**src/hdl/sspsc_pkg.sv**
```systemverilog
// Package: register map, field positions and shared types of the serial port status/control block
package sspsc_pkg;

  localparam logic [7:0] CTRL_IDX = 8'h11;
  localparam logic [7:0] STAT_IDX = 8'h13;
  localparam logic [11:0] CTRL_ADDR = {2'h0, CTRL_IDX, 2'h0};
  localparam logic [11:0] STAT_ADDR = {2'h0, STAT_IDX, 2'h0};
  localparam logic [11:0] EVT_ADDR = 12'h080;
  localparam logic [7:0] CTRL_RESET = 8'h00;
  localparam logic [7:0] STAT_RESET = 8'h00;

  // Event register bits (software writes one to pulse)
  localparam int EV_RX_BYTE = 0;
  localparam int EV_BUF_READ = 1;
  localparam int EV_BUF_WRITE = 2;

  localparam int ST_SMP = 7;
  localparam int ST_CKE = 6;
  localparam int ST_DA = 5;
  localparam int ST_STOP = 4;
  localparam int ST_START = 3;
  localparam int ST_RW = 2;
  localparam int ST_UA = 1;
  localparam int ST_BF = 0;
  localparam int CT_WRITE_COLLISION_FLAG = 7;
  localparam int CT_OV = 6;
  localparam int CT_EN = 5;
  localparam int CT_CKP = 4;

  localparam logic [3:0] M_SPI_M4 = 4'h0;
  localparam logic [3:0] M_SPI_M16 = 4'h1;
  localparam logic [3:0] M_SPI_M64 = 4'h2;
  localparam logic [3:0] M_SPI_MTMR = 4'h3;
  localparam logic [3:0] M_SPI_S_SS = 4'h4;
  localparam logic [3:0] M_SPI_S = 4'h5;
  localparam logic [3:0] M_I2C_S7 = 4'h6;
  localparam logic [3:0] M_I2C_S10 = 4'h7;
  localparam logic [3:0] M_I2C_M = 4'h8;

  localparam logic [1:0] RESP_OKAY = 2'h0;
  localparam logic [1:0] RESP_SLVERR = 2'h2;

  // Decoded operating mode
  typedef struct packed {
    logic spi;
    logic i2c;
    logic master;
    logic slave;
    logic ten_bit;
    logic ss_enable;
    logic [1:0] clk_div_sel;
    logic reserved;
  } sspsc_mode_t;

  // Serial engine events (one-cycle pulses from the datapath, plus the shifting and bus_idle levels)
  typedef struct packed {
    logic start_seen;
    logic stop_seen;
    logic ack_seen;
    logic addr_match;
    logic addr_rw;
    logic byte_is_data;
    logic byte_done;
    logic rx_byte;
    logic tx_start;
    logic tx_done;
    logic need_addr_update;
    logic shifting;
    logic bus_idle;
  } sspsc_evt_t;

  // Pin control and configuration toward the pads
  typedef struct packed {
    logic spi_pins_own;
    logic i2c_pins_own;
    logic sck_idle_high;
    logic tx_on_rising;
    logic sample_at_end;
    logic slew_ctrl_en;
    logic scl_hold_low;
  } sspsc_pin_t;

endpackage

```
**src/hdl/sspsc_top.sv**
```systemverilog
// Status and first control register of the synchronous serial port, AXI4-Lite slave
//
// The AXI4-Lite slave port was left to the implementer.
`timescale 1ns/1ps
`default_nettype none
module sspsc_top (
  input  wire logic                   aclk,
  input  wire logic                   aresetn,
  input  wire logic [11:0]            s_axi_awaddr,
  input  wire logic                   s_axi_awvalid,
  output logic                        s_axi_awready,
  input  wire logic [31:0]            s_axi_wdata,
  input  wire logic [3:0]             s_axi_wstrb,
  input  wire logic                   s_axi_wvalid,
  output logic                        s_axi_wready,
  output logic [1:0]                  s_axi_bresp,
  output logic                        s_axi_bvalid,
  input  wire logic                   s_axi_bready,
  input  wire logic [11:0]            s_axi_araddr,
  input  wire logic                   s_axi_arvalid,
  output logic                        s_axi_arready,
  output logic [31:0]                 s_axi_rdata,
  output logic [1:0]                  s_axi_rresp,
  output logic                        s_axi_rvalid,
  input  wire logic                   s_axi_rready,
  input  wire sspsc_pkg::sspsc_evt_t  evt,
  output sspsc_pkg::sspsc_mode_t      mode,
  output sspsc_pkg::sspsc_pin_t       pins,
  output logic                        buf_write_ok,
  output logic                        port_enabled
);
  import sspsc_pkg::*;

  logic [7:0] ctrl_q;
  logic [1:0] phase_edge_q;
  logic       da_q, stop_q, start_q, rw_q, ua_q, bf_q, txbusy_q;
  logic       aw_held_q, w_held_q;
  logic [11:0] awaddr_q;
  logic [31:0] wdata_q;
  logic [3:0]  wstrb_q;
  logic       en;
  logic       do_write, do_read;
  logic       wr_ctrl, wr_stat, wr_evt, addr_ok;
  logic       sw_rx, sw_read, sw_write;
  logic       rx_any, wr_any, collide;
  logic [7:0] stat_v;
  logic [31:0] rd_v;

  assign en = ctrl_q[CT_EN];

  // Mode decode
  always_comb begin
    mode = '0;
    unique case (ctrl_q[3:0])
      M_SPI_M4, M_SPI_M16, M_SPI_M64, M_SPI_MTMR: begin
        mode.spi = 1'b1;
        mode.master = 1'b1;
        mode.clk_div_sel = ctrl_q[1:0];
      end
      M_SPI_S_SS, M_SPI_S: begin
        mode.spi = 1'b1;
        mode.slave = 1'b1;
        mode.ss_enable = (ctrl_q[3:0] == M_SPI_S_SS);
      end
      M_I2C_S7, M_I2C_S10: begin
        mode.i2c = 1'b1;
        mode.slave = 1'b1;
        mode.ten_bit = (ctrl_q[3:0] == M_I2C_S10);
      end
      M_I2C_M: begin
        mode.i2c = 1'b1;
        mode.master = 1'b1;
      end
      default: mode.reserved = 1'b1;
    endcase
  end

  // AXI write channel capture, either order
  assign s_axi_awready = !aw_held_q && !s_axi_bvalid;
  assign s_axi_wready  = !w_held_q && !s_axi_bvalid;
  assign do_write = aw_held_q && w_held_q && !s_axi_bvalid;

  always_ff @(posedge aclk) begin
    if (!aresetn) begin
      aw_held_q <= 1'b0;
      awaddr_q  <= '0;
    end else if (s_axi_awvalid && s_axi_awready) begin
      aw_held_q <= 1'b1;
      awaddr_q  <= s_axi_awaddr;
    end else if (do_write) begin
      aw_held_q <= 1'b0;
    end
  end

  always_ff @(posedge aclk) begin
    if (!aresetn) begin
      w_held_q <= 1'b0;
      wdata_q  <= '0;
      wstrb_q  <= '0;
    end else if (s_axi_wvalid && s_axi_wready) begin
      w_held_q <= 1'b1;
      wdata_q  <= s_axi_wdata;
      wstrb_q  <= s_axi_wstrb;
    end else if (do_write) begin
      w_held_q <= 1'b0;
    end
  end

  assign addr_ok = (awaddr_q[11:2] == CTRL_ADDR[11:2]) || (awaddr_q[11:2] == STAT_ADDR[11:2])
                   || (awaddr_q[11:2] == EVT_ADDR[11:2]);
  assign wr_ctrl = do_write && wstrb_q[0] && (awaddr_q[11:2] == CTRL_ADDR[11:2]);
  assign wr_stat = do_write && wstrb_q[0] && (awaddr_q[11:2] == STAT_ADDR[11:2]);
  assign wr_evt  = do_write && wstrb_q[0] && (awaddr_q[11:2] == EVT_ADDR[11:2]);

  always_ff @(posedge aclk) begin
    if (!aresetn) begin
      s_axi_bvalid <= 1'b0;
      s_axi_bresp  <= RESP_OKAY;
    end else if (do_write) begin
      s_axi_bvalid <= 1'b1;
      s_axi_bresp  <= addr_ok ? RESP_OKAY : RESP_SLVERR;
    end else if (s_axi_bready) begin
      s_axi_bvalid <= 1'b0;
    end
  end

  // Software events: received byte from the shifter, buffer read, buffer write
  assign sw_rx    = wr_evt && wdata_q[EV_RX_BYTE];
  assign sw_read  = wr_evt && wdata_q[EV_BUF_READ];
  assign sw_write = wr_evt && wdata_q[EV_BUF_WRITE];
  assign rx_any   = en && (evt.rx_byte || sw_rx);
  assign wr_any   = en && sw_write;

  // Collision: master while bus not idle, slave while shifting
  assign collide = wr_any && ((mode.master && (!evt.bus_idle || txbusy_q))
                   || (mode.slave && (evt.shifting || (mode.i2c && bf_q && txbusy_q))));
  assign buf_write_ok = wr_any && !collide;

  // Control register; hardware sets win over software clears
  always_ff @(posedge aclk) begin
    if (!aresetn) begin
      ctrl_q <= CTRL_RESET;
    end else begin
      if (wr_ctrl) begin
        ctrl_q <= wdata_q[7:0];
      end
      if (collide) begin
        ctrl_q[CT_WRITE_COLLISION_FLAG] <= 1'b1;
      end
      if (rx_any && bf_q && mode.slave && mode.spi) begin
        ctrl_q[CT_OV] <= 1'b1;
      end
      if (rx_any && bf_q && mode.i2c && !txbusy_q) begin
        ctrl_q[CT_OV] <= 1'b1;
      end
    end
  end

  // Software-writable status bits only
  always_ff @(posedge aclk) begin
    if (!aresetn) begin
      phase_edge_q <= STAT_RESET[ST_SMP:ST_CKE];
    end else if (wr_stat) begin
      phase_edge_q <= wdata_q[ST_SMP:ST_CKE];
    end
  end

  // Start and stop tracking, cleared while disabled
  always_ff @(posedge aclk) begin
    if (!aresetn || !en || !mode.i2c) begin
      stop_q  <= 1'b0;
      start_q <= 1'b0;
    end else if (evt.stop_seen) begin
      stop_q  <= 1'b1;
      start_q <= 1'b0;
    end else if (evt.start_seen) begin
      start_q <= 1'b1;
      stop_q  <= 1'b0;
    end
  end

  // Data/address and address update
  always_ff @(posedge aclk) begin
    if (!aresetn || !en) begin
      da_q <= 1'b0;
      ua_q <= 1'b0;
    end else begin
      if (mode.i2c && mode.slave && evt.byte_done) begin
        da_q <= evt.byte_is_data;
      end
      if (mode.i2c && mode.ten_bit && evt.need_addr_update) begin
        ua_q <= 1'b1;
      end else if (sw_read) begin
        ua_q <= 1'b0;
      end
    end
  end

  // Transmit in progress tracking
  always_ff @(posedge aclk) begin
    if (!aresetn || !en) begin
      txbusy_q <= 1'b0;
    end else if (evt.tx_start || buf_write_ok) begin
      txbusy_q <= 1'b1;
    end else if (evt.tx_done) begin
      txbusy_q <= 1'b0;
    end
  end

  // Direction flag: slave read bit, master transmit busy
  always_ff @(posedge aclk) begin
    if (!aresetn || !en) begin
      rw_q <= 1'b0;
    end else if (mode.i2c && mode.master) begin
      rw_q <= txbusy_q;
    end else if (mode.i2c && mode.slave) begin
      if (evt.addr_match) begin
        rw_q <= evt.addr_rw;
      end else if (evt.start_seen || evt.stop_seen || evt.ack_seen) begin
        rw_q <= 1'b0;
      end
    end
  end

  // Buffer full: receive fills, read empties; I2C transmit holds until byte sent
  always_ff @(posedge aclk) begin
    if (!aresetn || !en) begin
      bf_q <= 1'b0;
    end else if (rx_any) begin
      bf_q <= 1'b1;
    end else if (mode.i2c && buf_write_ok) begin
      bf_q <= 1'b1;
    end else if (mode.i2c && evt.tx_done) begin
      bf_q <= 1'b0;
    end else if (sw_read) begin
      bf_q <= 1'b0;
    end
  end

  assign stat_v = {phase_edge_q, da_q, stop_q, start_q, rw_q, ua_q, bf_q};

  // Pin ownership and clocking configuration
  always_comb begin
    pins = '0;
    pins.spi_pins_own  = en && mode.spi;
    pins.i2c_pins_own  = en && mode.i2c;
    pins.sck_idle_high = mode.spi && ctrl_q[CT_CKP];
    pins.tx_on_rising  = phase_edge_q[0] ^ ctrl_q[CT_CKP];
    pins.sample_at_end = mode.spi && mode.master && phase_edge_q[1];
    pins.slew_ctrl_en  = mode.i2c && !phase_edge_q[1];
    pins.scl_hold_low  = en && mode.i2c && mode.slave && !ctrl_q[CT_CKP];
  end
  assign port_enabled = en;

  // AXI read channel
  assign s_axi_arready = !s_axi_rvalid;
  assign do_read = s_axi_arvalid && s_axi_arready;

  always_comb begin
    rd_v = '0;
    if (s_axi_araddr[11:2] == CTRL_ADDR[11:2]) begin
      rd_v[7:0] = ctrl_q;
    end else if (s_axi_araddr[11:2] == STAT_ADDR[11:2]) begin
      rd_v[7:0] = stat_v;
    end
  end

  always_ff @(posedge aclk) begin
    if (!aresetn) begin
      s_axi_rvalid <= 1'b0;
      s_axi_rdata  <= '0;
      s_axi_rresp  <= RESP_OKAY;
    end else if (do_read) begin
      s_axi_rvalid <= 1'b1;
      s_axi_rdata  <= rd_v;
      s_axi_rresp  <= ((s_axi_araddr[11:2] == CTRL_ADDR[11:2]) || (s_axi_araddr[11:2] == STAT_ADDR[11:2])
                       || (s_axi_araddr[11:2] == EVT_ADDR[11:2])) ? RESP_OKAY : RESP_SLVERR;
    end else if (s_axi_rready) begin
      s_axi_rvalid <= 1'b0;
    end
  end

endmodule
`default_nettype wire

```
**config.mk**
```make
export PLATFORM = sky130hd
export DESIGN_NAME = sspsc_top
export DESIGN_NICKNAME = d
export VERILOG_FILES = /design/src/hdl/sspsc_pkg.sv /design/src/hdl/sspsc_top.sv
export SDC_FILE = /design/constraint.sdc
export NUM_CORES = 1
export LEC_CHECK = 0
export BUFFER_PORTS_ARGS = -buffer_cell sky130_fd_sc_hd__buf_2
export CAP_MARGIN = 40
export CELL_PAD_IN_SITES_DETAIL_PLACEMENT = 0
export CELL_PAD_IN_SITES_GLOBAL_PLACEMENT = 1
export CORE_MARGIN = 2
export CORE_UTILIZATION = 33
export DETAILED_ROUTE_END_ITERATION = 8
export HOLD_SLACK_MARGIN = 0.05
export PLACE_DENSITY_LB_ADDON = 0.15
export SLEW_MARGIN = 20
export SYNTH_ARGS = -nofsm -noshare
export SYNTH_HDL_FRONTEND = slang
export SYNTH_SLANG_ARGS = --single-unit
```
**constraint.sdc**
```tcl
create_clock -name aclk -period 2.84 [get_ports aclk]
set_input_delay 0 -clock aclk [delete_from_list [all_inputs] [get_ports aclk]]
set_output_delay 0 -clock aclk [all_outputs]
set_load 0.02 [all_outputs]
```
* Yosys cells after proc, flatten, opt, wreduce, memory -nomap -nowiden
Index checks and enable logic that the tools add are counted.
** Storage, ports and cells
- Memories kept :: 0
- Bits in latches :: 0
- ROM bits :: 0
- Bits in writable memories :: 0
- Flip-flop bits (word level) :: 54
- Input port bits :: 80
- Output and inout bits :: 59
- Word-level logic and storage cells :: 162
** Operators by class
- Mux-type cells :: 36
- Eq/ne operators :: 14
- $add $sub $neg :: 0
- Bitwise operators :: 1
- $mul :: 0
- Divide/modulo/power cells :: 0
- Shift operators :: 0
- Reduce and logical (&&, ||, !) cells :: 90
- Magnitude comparators :: 0
** Operators with widths (count)
- logical AND 1 bit :: 42
- == test 10 x 5 -> 1 bit, second input constant :: 4
- 2-to-1 mux 1 bit :: 30
- 2-to-1 mux 8 bit :: 3
- == test 10 x 6 -> 1 bit, second input constant :: 2
- nonzero test 2 bit :: 9
- == test 4 x 3 -> 1 bit, second input constant :: 4
- logical OR 1 bit :: 13
- zero test 1 bit :: 12
- OR reduction 9 bit :: 1
- == test 4 x 2 -> 1 bit, second input constant :: 2
- OR reduction 4 bit :: 2
- 2-to-1 mux 2 bit :: 3
- nonzero test 3 bit :: 2
- OR reduction 2 bit :: 3
- OR reduction 6 bit :: 1
- OR reduction 5 bit :: 1
- == test 4 x 1 -> 1 bit, second input constant :: 1
- == test 4 bit, second input constant :: 1
- zero test 4 bit :: 1
- nonzero test 4 bit :: 1
- OR reduction 3 bit :: 1
- AND reduction 2 bit :: 1
- XOR 1 bit :: 1

* Logic depth before layout (Yosys ltp)
Gate-level depths: netlist of the first run.
- Depth in word-level cells :: 14
- Gate-level depth with buffers :: 6
- Depth with buffers taken out :: 4

* Worst setup path before layout of the first run
OpenSTA, ideal clock, no wires.
- Kind :: register to register
- Start point :: register s_axi_bvalid
- End point :: register txbusy_q
- Data arrival time :: 1.751 ns
- Required time :: 2.779 ns
- Stages on the path, launching flop included :: 6
- Setup time :: 0.061 ns
- Path slack :: 1.029 ns
- Cells stage by stage :: dfxtp_1 > and4b_1 > buf_2 > nand4_1 > nor3_1 > o311a_1
** On the way
- Longest elaborated chain between the ends :: 11
- Elaborated cells on any way between the ends :: 12
** RTL lines
- start: declaration :: line sspsc_top.sv:17 : output logic s_axi_bvalid,
- start signal: assignment :: line sspsc_top.sv:117 : s_axi_bvalid <= 1'b0;
- start signal: assignment :: line sspsc_top.sv:120 : s_axi_bvalid <= 1'b1;
- start signal: assignment :: line sspsc_top.sv:123 : s_axi_bvalid <= 1'b0;
- zero test 1 bit (*) :: line sspsc_top.sv:81 : assign do_write = aw_held_q && w_held_q && !s_axi_bvalid;
- logical AND 1 bit (*) :: line sspsc_top.sv:81
- logical AND 1 bit (*) (2 in a row) :: line sspsc_top.sv:113 : assign wr_evt = do_write && wstrb_q[0] && (awaddr_q[11:2] == EVT_ADDR[11:2]);
- logical AND 1 bit (*) :: line sspsc_top.sv:130 : assign sw_write = wr_evt && wdata_q[EV_BUF_WRITE];
- logical AND 1 bit (*) :: line sspsc_top.sv:132 : assign wr_any = en && sw_write;
- logical AND 1 bit :: line sspsc_top.sv:135 : assign collide = wr_any && ((mode.master && (!evt.bus_idle || txbusy_q))
- zero test 1 bit :: line sspsc_top.sv:137 : assign buf_write_ok = wr_any && !collide;
- logical AND 1 bit (*) :: line sspsc_top.sv:137
- via buf_write_ok :: line sspsc_top.sv:29 : output logic buf_write_ok,
- logical OR 1 bit (*) :: line sspsc_top.sv:203 : end else if (evt.tx_start || buf_write_ok) begin
- 2-to-1 mux 1 bit / nonzero test 2 bit (equally long branches)
- end signal: assignment :: line sspsc_top.sv:202 : txbusy_q <= 1'b0;
- end signal: assignment :: line sspsc_top.sv:204 : txbusy_q <= 1'b1;
- end signal: assignment :: line sspsc_top.sv:206 : txbusy_q <= 1'b0;
- end: declaration :: line sspsc_top.sv:36 : logic da_q, stop_q, start_q, rw_q, ua_q, bf_q, txbusy_q;
The timed path passes the listed nets; every way through them passes the cells marked *.
A chain may end at the register's enable or synchronous reset.

* Worst setup path in the final report of the first run
- Start point :: register ctrl_q[1]
- End point :: register da_q
** On the way
- Longest elaborated chain between the ends :: 5
- Elaborated cells on any way between the ends :: 11
** RTL lines
- start: declaration :: line sspsc_top.sv:34 : logic [7:0] ctrl_q;
- start signal: assignment :: line sspsc_top.sv:145 : ctrl_q <= wdata_q[7:0];
- == test 4 x 3 -> 1 bit / == test 4 bit (equally long branches) :: line sspsc_top.sv:54 : unique case (ctrl_q[3:0])
- OR reduction 4 bit (no source line) / OR reduction 3 bit (equally long branches)
- 2-to-1 mux 1 bit :: line sspsc_top.sv:54
- logical AND 1 bit (*) (2 in a row) :: line sspsc_top.sv:188 : if (mode.i2c && mode.slave && evt.byte_done) begin
- end signal: assignment :: line sspsc_top.sv:189 : da_q <= evt.byte_is_data;
- end: declaration :: line sspsc_top.sv:36
Mark *: on every way between the ends. The rest lies on a longest branch, timed or not.

==> impl_metrics.tcl, run 1 <==
set metrics [dict create \
    ys_seq_area_frac 0.404 \
    cts_resized 0 \
    cp_max_fo 11 \
    p_seq_frac 0.508 \
    synth_compound_gate_area_share 0.193 \
    synth_cells 306 \
    dp_hpwl_microns 4710 \
    synth-xor-area-share 0.00354 \
    cts_tree "yes" \
    post-route-cell-area_sq_um 3270 \
    synth_top_family_by_area "simple AND/OR/NAND/NOR gates" \
    clock-root-buffer "clkbuf_8" \
    max_freq_ghz 0.433 \
    rows 31 \
    die_h_microns 90.6 \
    synthSimpleGateAreaFrac 0.264 \
    worstSetupPathType "register to register" \
    grt-ovfl-total 0 \
    cts.sinks 50 \
    synth-edff-count 0 \
    p_switching_mw 0.402 \
    wl_per_cell_microns 12.9 \
    clockBufferDepth 2 \
    initial_core_util 0.341 \
    wl_microns 6590 \
    firstDrtPassIters 4 \
    slew_headroom 0.640 \
    setup_viol 0 \
    fin_skew_ns 0.00570 \
    synth_cell_types 47 \
    antenna_found_initial 0 \
    area_growth_pct 32.0 \
    ioPinCount 139 \
    muxShareOfSynthArea 0.0121 \
    rsz0062_at_grt "false" \
    final_cell_mix "81 x buf_2, 50 x nand2_1, 50 x dfxtp_1" \
    grt_start_max_net_pins 35 \
    worst-slew-pin-transition_ns 0.535 \
    power_mw 1.50 \
    yosys.area_share.adder 0 \
    grt_pass1_wl_microns 10700 \
    ys.flop_type "dfxtp_1" \
    clkPwrFrac 0.331 \
    endpoint_kind "register" \
    fin_ws_ns 0.530 \
    netlist_area_sq_um 2480 \
    dp_slack_ns 1.00 \
    status "completed" \
    swShare 0.269 \
    worstSkewPairLatency_ns 0.30 \
    core_sq_um 7250 \
    diodes 0 \
    cts.htree.levels 2 \
    cts_made_buffers 5 \
    port_buffers 81 \
    synth_seq_cells 50 \
    clkTransAtPathRegs_ns 0.09 \
    holdWs_ns 0.0637 \
    async_reset_ff_frac 0 \
    hold_viol_final 0 \
    combPwrFrac 0.161 \
    hp-class "input pin to register" \
    ir_drop_uv 235 \
    critPathRequiredTime_ns 3.08 \
    drive_gt1_frac 0.234 \
    place.gp.congestion 0.792 \
    vias_per_cell 4.76 \
    die_w_microns 90.6 \
    cp-start-kind "register" \
    ys_warn_count 0 \
    synth_area_per_cell_sq_um 8.09 \
    drc 0 \
    power_density_nw_per_um2 458 \
    slew_viol_final 0 \
    ant_nets 0 \
    maxCapViolations 0 \
    cellLeakagePower_nw 1.42 \
    postPlaceCellArea_sq_um 2850 \
    mostFrequentLayoutCell "buf_2" \
    fill_cells 795 \
    vias 2428 \
    fin_nets 490 \
    dieArea_sq_um 8210 \
    fin_setup_tns_ns 0 \
    post-route-period-util 0.813 \
    grt_use_total 0.158 \
    internal_power_mw 1.10 \
    period_needed_ns 2.31 \
    drt_iter0_drc 53 \
    arrival_ns 2.55 \
    grt_pass1_vias 2249 \
]
## power by group through the flow
stage          clock [mW]  sequential [mW]  combinational, mW
6_report            0.495            0.761              0.241
4_1_cts             0.511            0.761              0.242
3_3_place_gp            0            0.777              0.210
2_1_floorplan           0            0.785              0.154
5_1_grt             0.536            0.767              0.267
3_5_place_dp            0            0.778              0.212
## Yosys cell counts (all sizes together) (3+ instances only)
cell type,n,share of area
clkbuf,12,0.019
a21oi,46,0.093
inv,10,0.015
nand2,50,0.076
nor4,4,0.028
buf,30,0.087
nor2b,3,0.0076
dfxtp,50,0.40
nand3,9,0.018
mux2i,3,0.012
nor2,12,0.018
nand4,5,0.013
a22oi,9,0.027
and2,10,0.025
and3b,3,0.011
o21ai,13,0.026
nor3,4,0.0081
a211oi,3,0.0091
## flip-flops by register name (all words and copies together), names as in the netlist, 2 cells and up
name          count
ctrl_q            8
wdata_q           8
phase_edge_q      2
s_axi_rdata       8
awaddr_q         10
## final timing paths
path	from	cells after the start	slack, ns	to
max	ctrl_q[1]	5	0.53	da_q
min	aresetn	3	0.06	s_axi_rdata[2]
max reg2reg	ctrl_q[1]	5	0.53	da_q
min reg2reg	wdata_q[3]	2	0.47	wdata_q[3]
## cells by family after synthesis
family	after synthesis
AND/OR/NAND/NOR	116
XOR/XNOR	1
other	1
multiplexers	3
AO/OA/AOI/OAI	82
buffers and inverters	53
flip-flops	50
## layer usage
layer / GRT usage / part of all wire / vias to the layer above
met1: 0.209 / 0.47 / 1110
met5: 0 / 0 / -
li1: - / - / 1227
met4: 0.0423 / 0.0097 / 0
met3: 0.0384 / 0.064 / 6
met2: 0.258 / 0.46 / 85
## through the flow
step / cells / utilization
2_1_floorplan: 331 / -
3_3_place_gp: 471 / 0.393
3_5_place_dp: 471 / 0.393
4_1_cts: 510 / 0.451
5_1_grt: 510 / 0.451
6_report: 510 / 0.451
## what timing repair did
action | CTS | global route
buffers inserted | 0 | 0
hold buffers | 31 | 0
hold endpoints to repair | 27 | 0
## worst max-delay path: stages (launching register included)
cell           delay [ns]
dfxtp_1              0.56
and3b_1              0.35
nand3_1              0.11
dlygate4sd3_1        0.57
a21oi_1              0.12
dlygate4sd3_1        0.55
## final cells by class
cell class                 count  area [sq um]  share of cell area
timing repair buffer         114           731               0.223
clock inverter                 1          30.0             0.00918
clock buffer                   7          76.3              0.0233
sequential                    50          1000               0.306
inverter                      11          41.3              0.0126
multi-input combinational    228          1270               0.387
tap                           99           124              0.0379
No activity file was read; power rests on OpenSTA's default activity.
==> inputs of run 2 (changes only) <==
CORE_UTILIZATION = 27   (was 33)
clock period = 2 ns   (was 2.84 ns; I/O delays follow)
==> impl_metrics.tcl, run 2 (same netlist as run 1, synthesis figures left out) <==
set metrics [dict create \
    status "completed" \
    combPwrFrac 0.166 \
    vias_per_cell 4.55 \
    firstDrtPassIters 4 \
    cp-start-kind "register" \
    place.gp.congestion 0.768 \
    slew_headroom 0.642 \
    wl_per_cell_microns 13.5 \
    top_register "awaddr_q" \
    mostFrequentLayoutCell "buf_2" \
    area_growth_pct 35.8 \
    grt_pass1_vias 2131 \
    cp_cell_sequence "buf_4, nor4b_2, nor2_1, buf_4, nor4_1, dlygate4sd3_1" \
    die_h_microns 99.8 \
    setup_viol 0 \
    drc 0 \
    initial_core_util 0.281 \
    clock-root-buffer "clkbuf_8" \
    path_delay_family "buffers and inverters" \
    cts_tree "yes" \
    rsz0062_at_grt "false" \
    largest_register_ff_count 10 \
    wl_microns 7130 \
    port_buffers 81 \
    core_sq_um 8810 \
    fin_skew_ns 0.00446 \
    ant_nets 0 \
    drive_gt1_frac 0.262 \
    cts.sinks 50 \
    period_needed_ns 1.92 \
    endpoint_kind "register" \
    cp_slowest_stage_delay_ns 0.58 \
    hp-class "input pin to register" \
    maxCapViolations 0 \
    critPathRequiredTime_ns 2.25 \
    ir_drop_uv 327 \
    dp_hpwl_microns 5280 \
    power_density_nw_per_um2 638 \
    vias 2403 \
    diodes 0 \
    die_w_microns 99.8 \
    internal_power_mw 1.56 \
    grt_pass1_wl_microns 10800 \
    grt-ovfl-total 0 \
    post-route-cell-area_sq_um 3360 \
    p_seq_frac 0.503 \
    hold_viol_final 0 \
    cp_max_fo 5 \
    max_freq_ghz 0.522 \
    grt_start_max_net_pins 19 \
    worstSkewPairLatency_ns 0.30 \
    grt_use_total 0.137 \
    crit_path_top_delay_cell "dlygate4sd3_1" \
    clockBufferDepth 2 \
    critPathBufInv 3 \
    p_switching_mw 0.590 \
    rows 34 \
    worstSetupPathType "register to register" \
    cellLeakagePower_nw 1.47 \
    antenna_found_initial 0 \
    ioPinCount 139 \
    slew_viol_final 0 \
    arrival_ns 2.16 \
    final_cell_mix "81 x buf_2, 50 x nand2_1, 49 x dfxtp_1" \
    cts_setup_buffers 0 \
    fin_setup_tns_ns 0 \
    dieArea_sq_um 9950 \
    swShare 0.275 \
    postPlaceCellArea_sq_um 2930 \
    cts.htree.levels 2 \
    post-route-period-util 0.958 \
    cts_made_buffers 5 \
    path_common_cell "buf_4" \
    clkTransAtPathRegs_ns 0.09 \
    worst-slew-pin-transition_ns 0.532 \
    drt_iter0_drc 64 \
    fin_nets 499 \
    clkPwrFrac 0.331 \
]
run 2: cell types whose count changed in the layout (fill, tap and decap cells not counted), sizes merged:
cell,delta
buf,+9
clkbuf,-2
clkinv,+2
run 2: layout make-up:
| type | instances | area [sq um] |
|---|---|---|
| fillers | 979 | 5440 |
| inverters | 11 | 41.3 |
| multi-input cells | 228 | 1280 |
| repair buffers | 123 | 798 |
| well taps | 108 | 135 |
| flip-flops and latches | 50 | 1000 |
| clock inverters | 3 | 40.0 |
| clock buffers | 5 | 68.8 |
run 2: worst paths after layout:
| check | to | cells after the start | from | slack [ns] |
|---|---|---|---|---|
| max | start_q | 6 | ctrl_q[0] | 0.08 |
| min | txbusy_q | 3 | evt[3] | 0.09 |
| max reg2reg | start_q | 6 | ctrl_q[0] | 0.08 |
| min reg2reg | da_q | 2 | da_q | 0.47 |
run 2: layer usage:
metal | GRT usage | vias to the layer above | share of wire | wire length (microns)
li1 | - | 1246 | - | -
met1 | 0.193 | 1075 | 0.51 | 3610
met2 | 0.215 | 78 | 0.43 | 3050
met3 | 0.0323 | 4 | 0.059 | 420
met4 | 0.0253 | 0 | 0.0066 | 47
met5 | 0 | - | 0 | 0
run 2: repair_timing:
action | 4_1_cts | 5_1_grt
endpoints found under the hold margin | 27 | 0
endpoints found under the setup margin | 0 | 2
resized for setup | 0 | 3
hold buffers | 31 | 0
run 2: through the flow:
stage	setup slack [ns]	util	hold WS [ns]	instances	power, mW
after floorplan	0.189	-	0.0783	331	1.33
after global placement	0.288	0.333	0.196	489	1.41
after detailed placement	0.287	0.333	0.192	489	1.42
after CTS	0.0501	0.381	0.0701	528	2.18
after global routing	0.00955	0.382	0.0769	528	2.26
final	0.0835	0.382	0.0857	528	2.15
run 2: worst reg2reg max path, cell delays in order (launching register included):
cell	delay, ns
dfxtp_1	0.35
buf_4	0.17
nor4b_2	0.25
nor2_1	0.10
buf_4	0.17
nor4_1	0.24
dlygate4sd3_1	0.58
run 2: power by group through the flow:
| stage | clock network, mW | logic (mW) | registers, mW |
|---|---|---|---|
| floorplan | 0 | 0.219 | 1.11 |
| global placement | 0 | 0.310 | 1.10 |
| detailed placement | 0 | 0.312 | 1.10 |
| CTS | 0.740 | 0.357 | 1.08 |
| global route | 0.781 | 0.393 | 1.09 |
| finish | 0.712 | 0.355 | 1.08 |
==> inputs of run 3 (changes only) <==
BUFFER_PORTS_ARGS = default   (was -buffer_cell sky130_fd_sc_hd__buf_2)
CORE_UTILIZATION = 38   (was 27)
DONT_BUFFER_PORTS = 1   (was default)
==> impl_metrics.tcl, run 3 (same netlist as run 1, synthesis figures left out) <==
set metrics [dict create \
    period_needed_ns 1.93 \
    die_h_microns 84.7 \
    register_area_sq_um 1000 \
    vias_per_cell 5.12 \
    place.gp.congestion 0.809 \
    p_seq_frac 0.546 \
    grt_start_max_net_pins 21 \
    worst-slew-pin-transition_ns 0.550 \
    power_density_nw_per_um2 666 \
    mostFrequentLayoutCell "nand2_1" \
    maxCapViolations 0 \
    crit_path_top_delay_cell "or4b_2" \
    drc 0 \
    cp_slowest_stage_delay_ns 0.69 \
    cp_cell_sequence "dlygate4sd3_1, or4b_2, a211oi_2, a21oi_1, dlygate4sd3_1" \
    ioPinCount 139 \
    fin_util 0.480 \
    grt_pass1_wl_microns 10300 \
    status "completed" \
    post-route-period-util 0.963 \
    diodes 0 \
    cp_max_fo 3 \
    initial_core_util 0.392 \
    critPathBufInv 2 \
    slew_headroom 0.633 \
    ir_drop_uv 298 \
    cts_tree "yes" \
    cts_made_buffers 5 \
    dp_hpwl_microns 4580 \
    grt-ovfl-total 0 \
    internal_power_mw 1.44 \
    cellLeakagePower_nw 1.17 \
    top_register "awaddr_q" \
    worstSkewPairLatency_ns 0.30 \
    wl_per_cell_microns 15.1 \
    cp-start-kind "input pin" \
    setup_viol 0 \
    firstDrtPassIters 4 \
    grt_use_total 0.180 \
    die_w_microns 84.7 \
    fin_setup_tns_ns 0 \
    rows 29 \
    arrival_ns 2.13 \
    clockBufferDepth 2 \
    area_growth_pct 22.3 \
    post-route-cell-area_sq_um 3030 \
    fin_nets 429 \
    final_cell_mix "50 x nand2_1, 48 x dfxtp_1, 46 x a21oi_1" \
    p_switching_mw 0.576 \
    power_mw 2.02 \
    core_sq_um 6310 \
    endpoint_kind "register" \
    drive_gt1_frac 0.0943 \
    vias 2188 \
    fill_cells 655 \
    clkTransAtPathRegs_ns 0.10 \
    grt_pass1_vias 2145 \
    cts.htree.levels 2 \
    hold_viol_final 0 \
    dieArea_sq_um 7180 \
    drt_iter0_drc 76 \
    port_buffers 0 \
    wl_microns 6430 \
    path_delay_family "buffers and inverters" \
    max_freq_ghz 0.519 \
    ant_nets 0 \
    largest_register_ff_count 10 \
    antenna_found_initial 0 \
    worstSetupPathType "input pin to register" \
    swShare 0.285 \
    postPlaceCellArea_sq_um 2530 \
    hp-class "input pin to register" \
    path_common_cell "dlygate4sd3_1" \
    clkPwrFrac 0.310 \
    fin_skew_ns 0.00665 \
    combPwrFrac 0.144 \
    clock-root-buffer "clkbuf_8" \
    slew_viol_final 0 \
    critPathRequiredTime_ns 2.20 \
    rsz0062_at_grt "false" \
    cts.sinks 50 \
    multiInputGateArea_sq_um 1280 \
]
run 3: layout make-up:
cell class              count  area share
clock buffers               6      0.0273
flip-flops and latches     50       0.331
clock inverters             2     0.00413
repair buffers             53       0.170
inverters                  11      0.0136
multi-input cells         228       0.422
well taps                  77      0.0318
run 3: repair_timing:
action	4_1_cts	5_1_grt
buffers inserted	0	0
setup endpoints to repair	0	3
hold buffers	39	0
endpoints found under the hold margin	38	0
resized for setup	0	4
run 3: power by group through the flow:
| stage | clock (mW) | combinational (mW) | sequential, mW |
|---|---|---|---|
| floorplan | 0 | 0.219 | 1.11 |
| global placement | 0 | 0.218 | 1.12 |
| detailed placement | 0 | 0.229 | 1.12 |
| CTS | 0.639 | 0.292 | 1.10 |
| global route | 0.679 | 0.324 | 1.11 |
| finish | 0.625 | 0.291 | 1.10 |
run 3: worst reg2reg max path: stages, from the launching register on:
cell,delay [ns]
dfxtp_2,0.41
and3b_1,0.21
buf_4,0.15
o41ai_1,0.06
a32oi_1,0.09
dlygate4sd3_1,0.59
a211oi_1,0.22
run 3: final timing paths:
check	start	endpoint	slack (ns)	depth (start not counted)
setup / recovery	s_axi_araddr[3]	s_axi_rresp[1]	0.07	5
hold / removal	s_axi_araddr[3]	s_axi_rdata[0]	0.05	3
setup reg to reg	ctrl_q[3]	rw_q	0.19	6
hold reg to reg	wdata_q[4]	wdata_q[4]	0.46	2
run 3: metal layers:
metal	GRT usage	vias to the layer above	part of all wire
met2	0.301	74	0.47
met4	0.0476	0	0.012
met3	0.0442	7	0.060
met5	0	-	0
li1	-	1106	-
met1	0.231	1001	0.46
run 3: through the flow:
stage / setup WS (ns) / hold WS, ns / instances
detailed placement: 0.267 / 0.0822 / 380
floorplan: 0.189 / 0.0783 / 331
finish: 0.0747 / 0.0514 / 427
global route: 0.00981 / 0.0614 / 427
CTS: 0.0548 / 0.0520 / 427
global placement: 0.267 / 0.0825 / 378
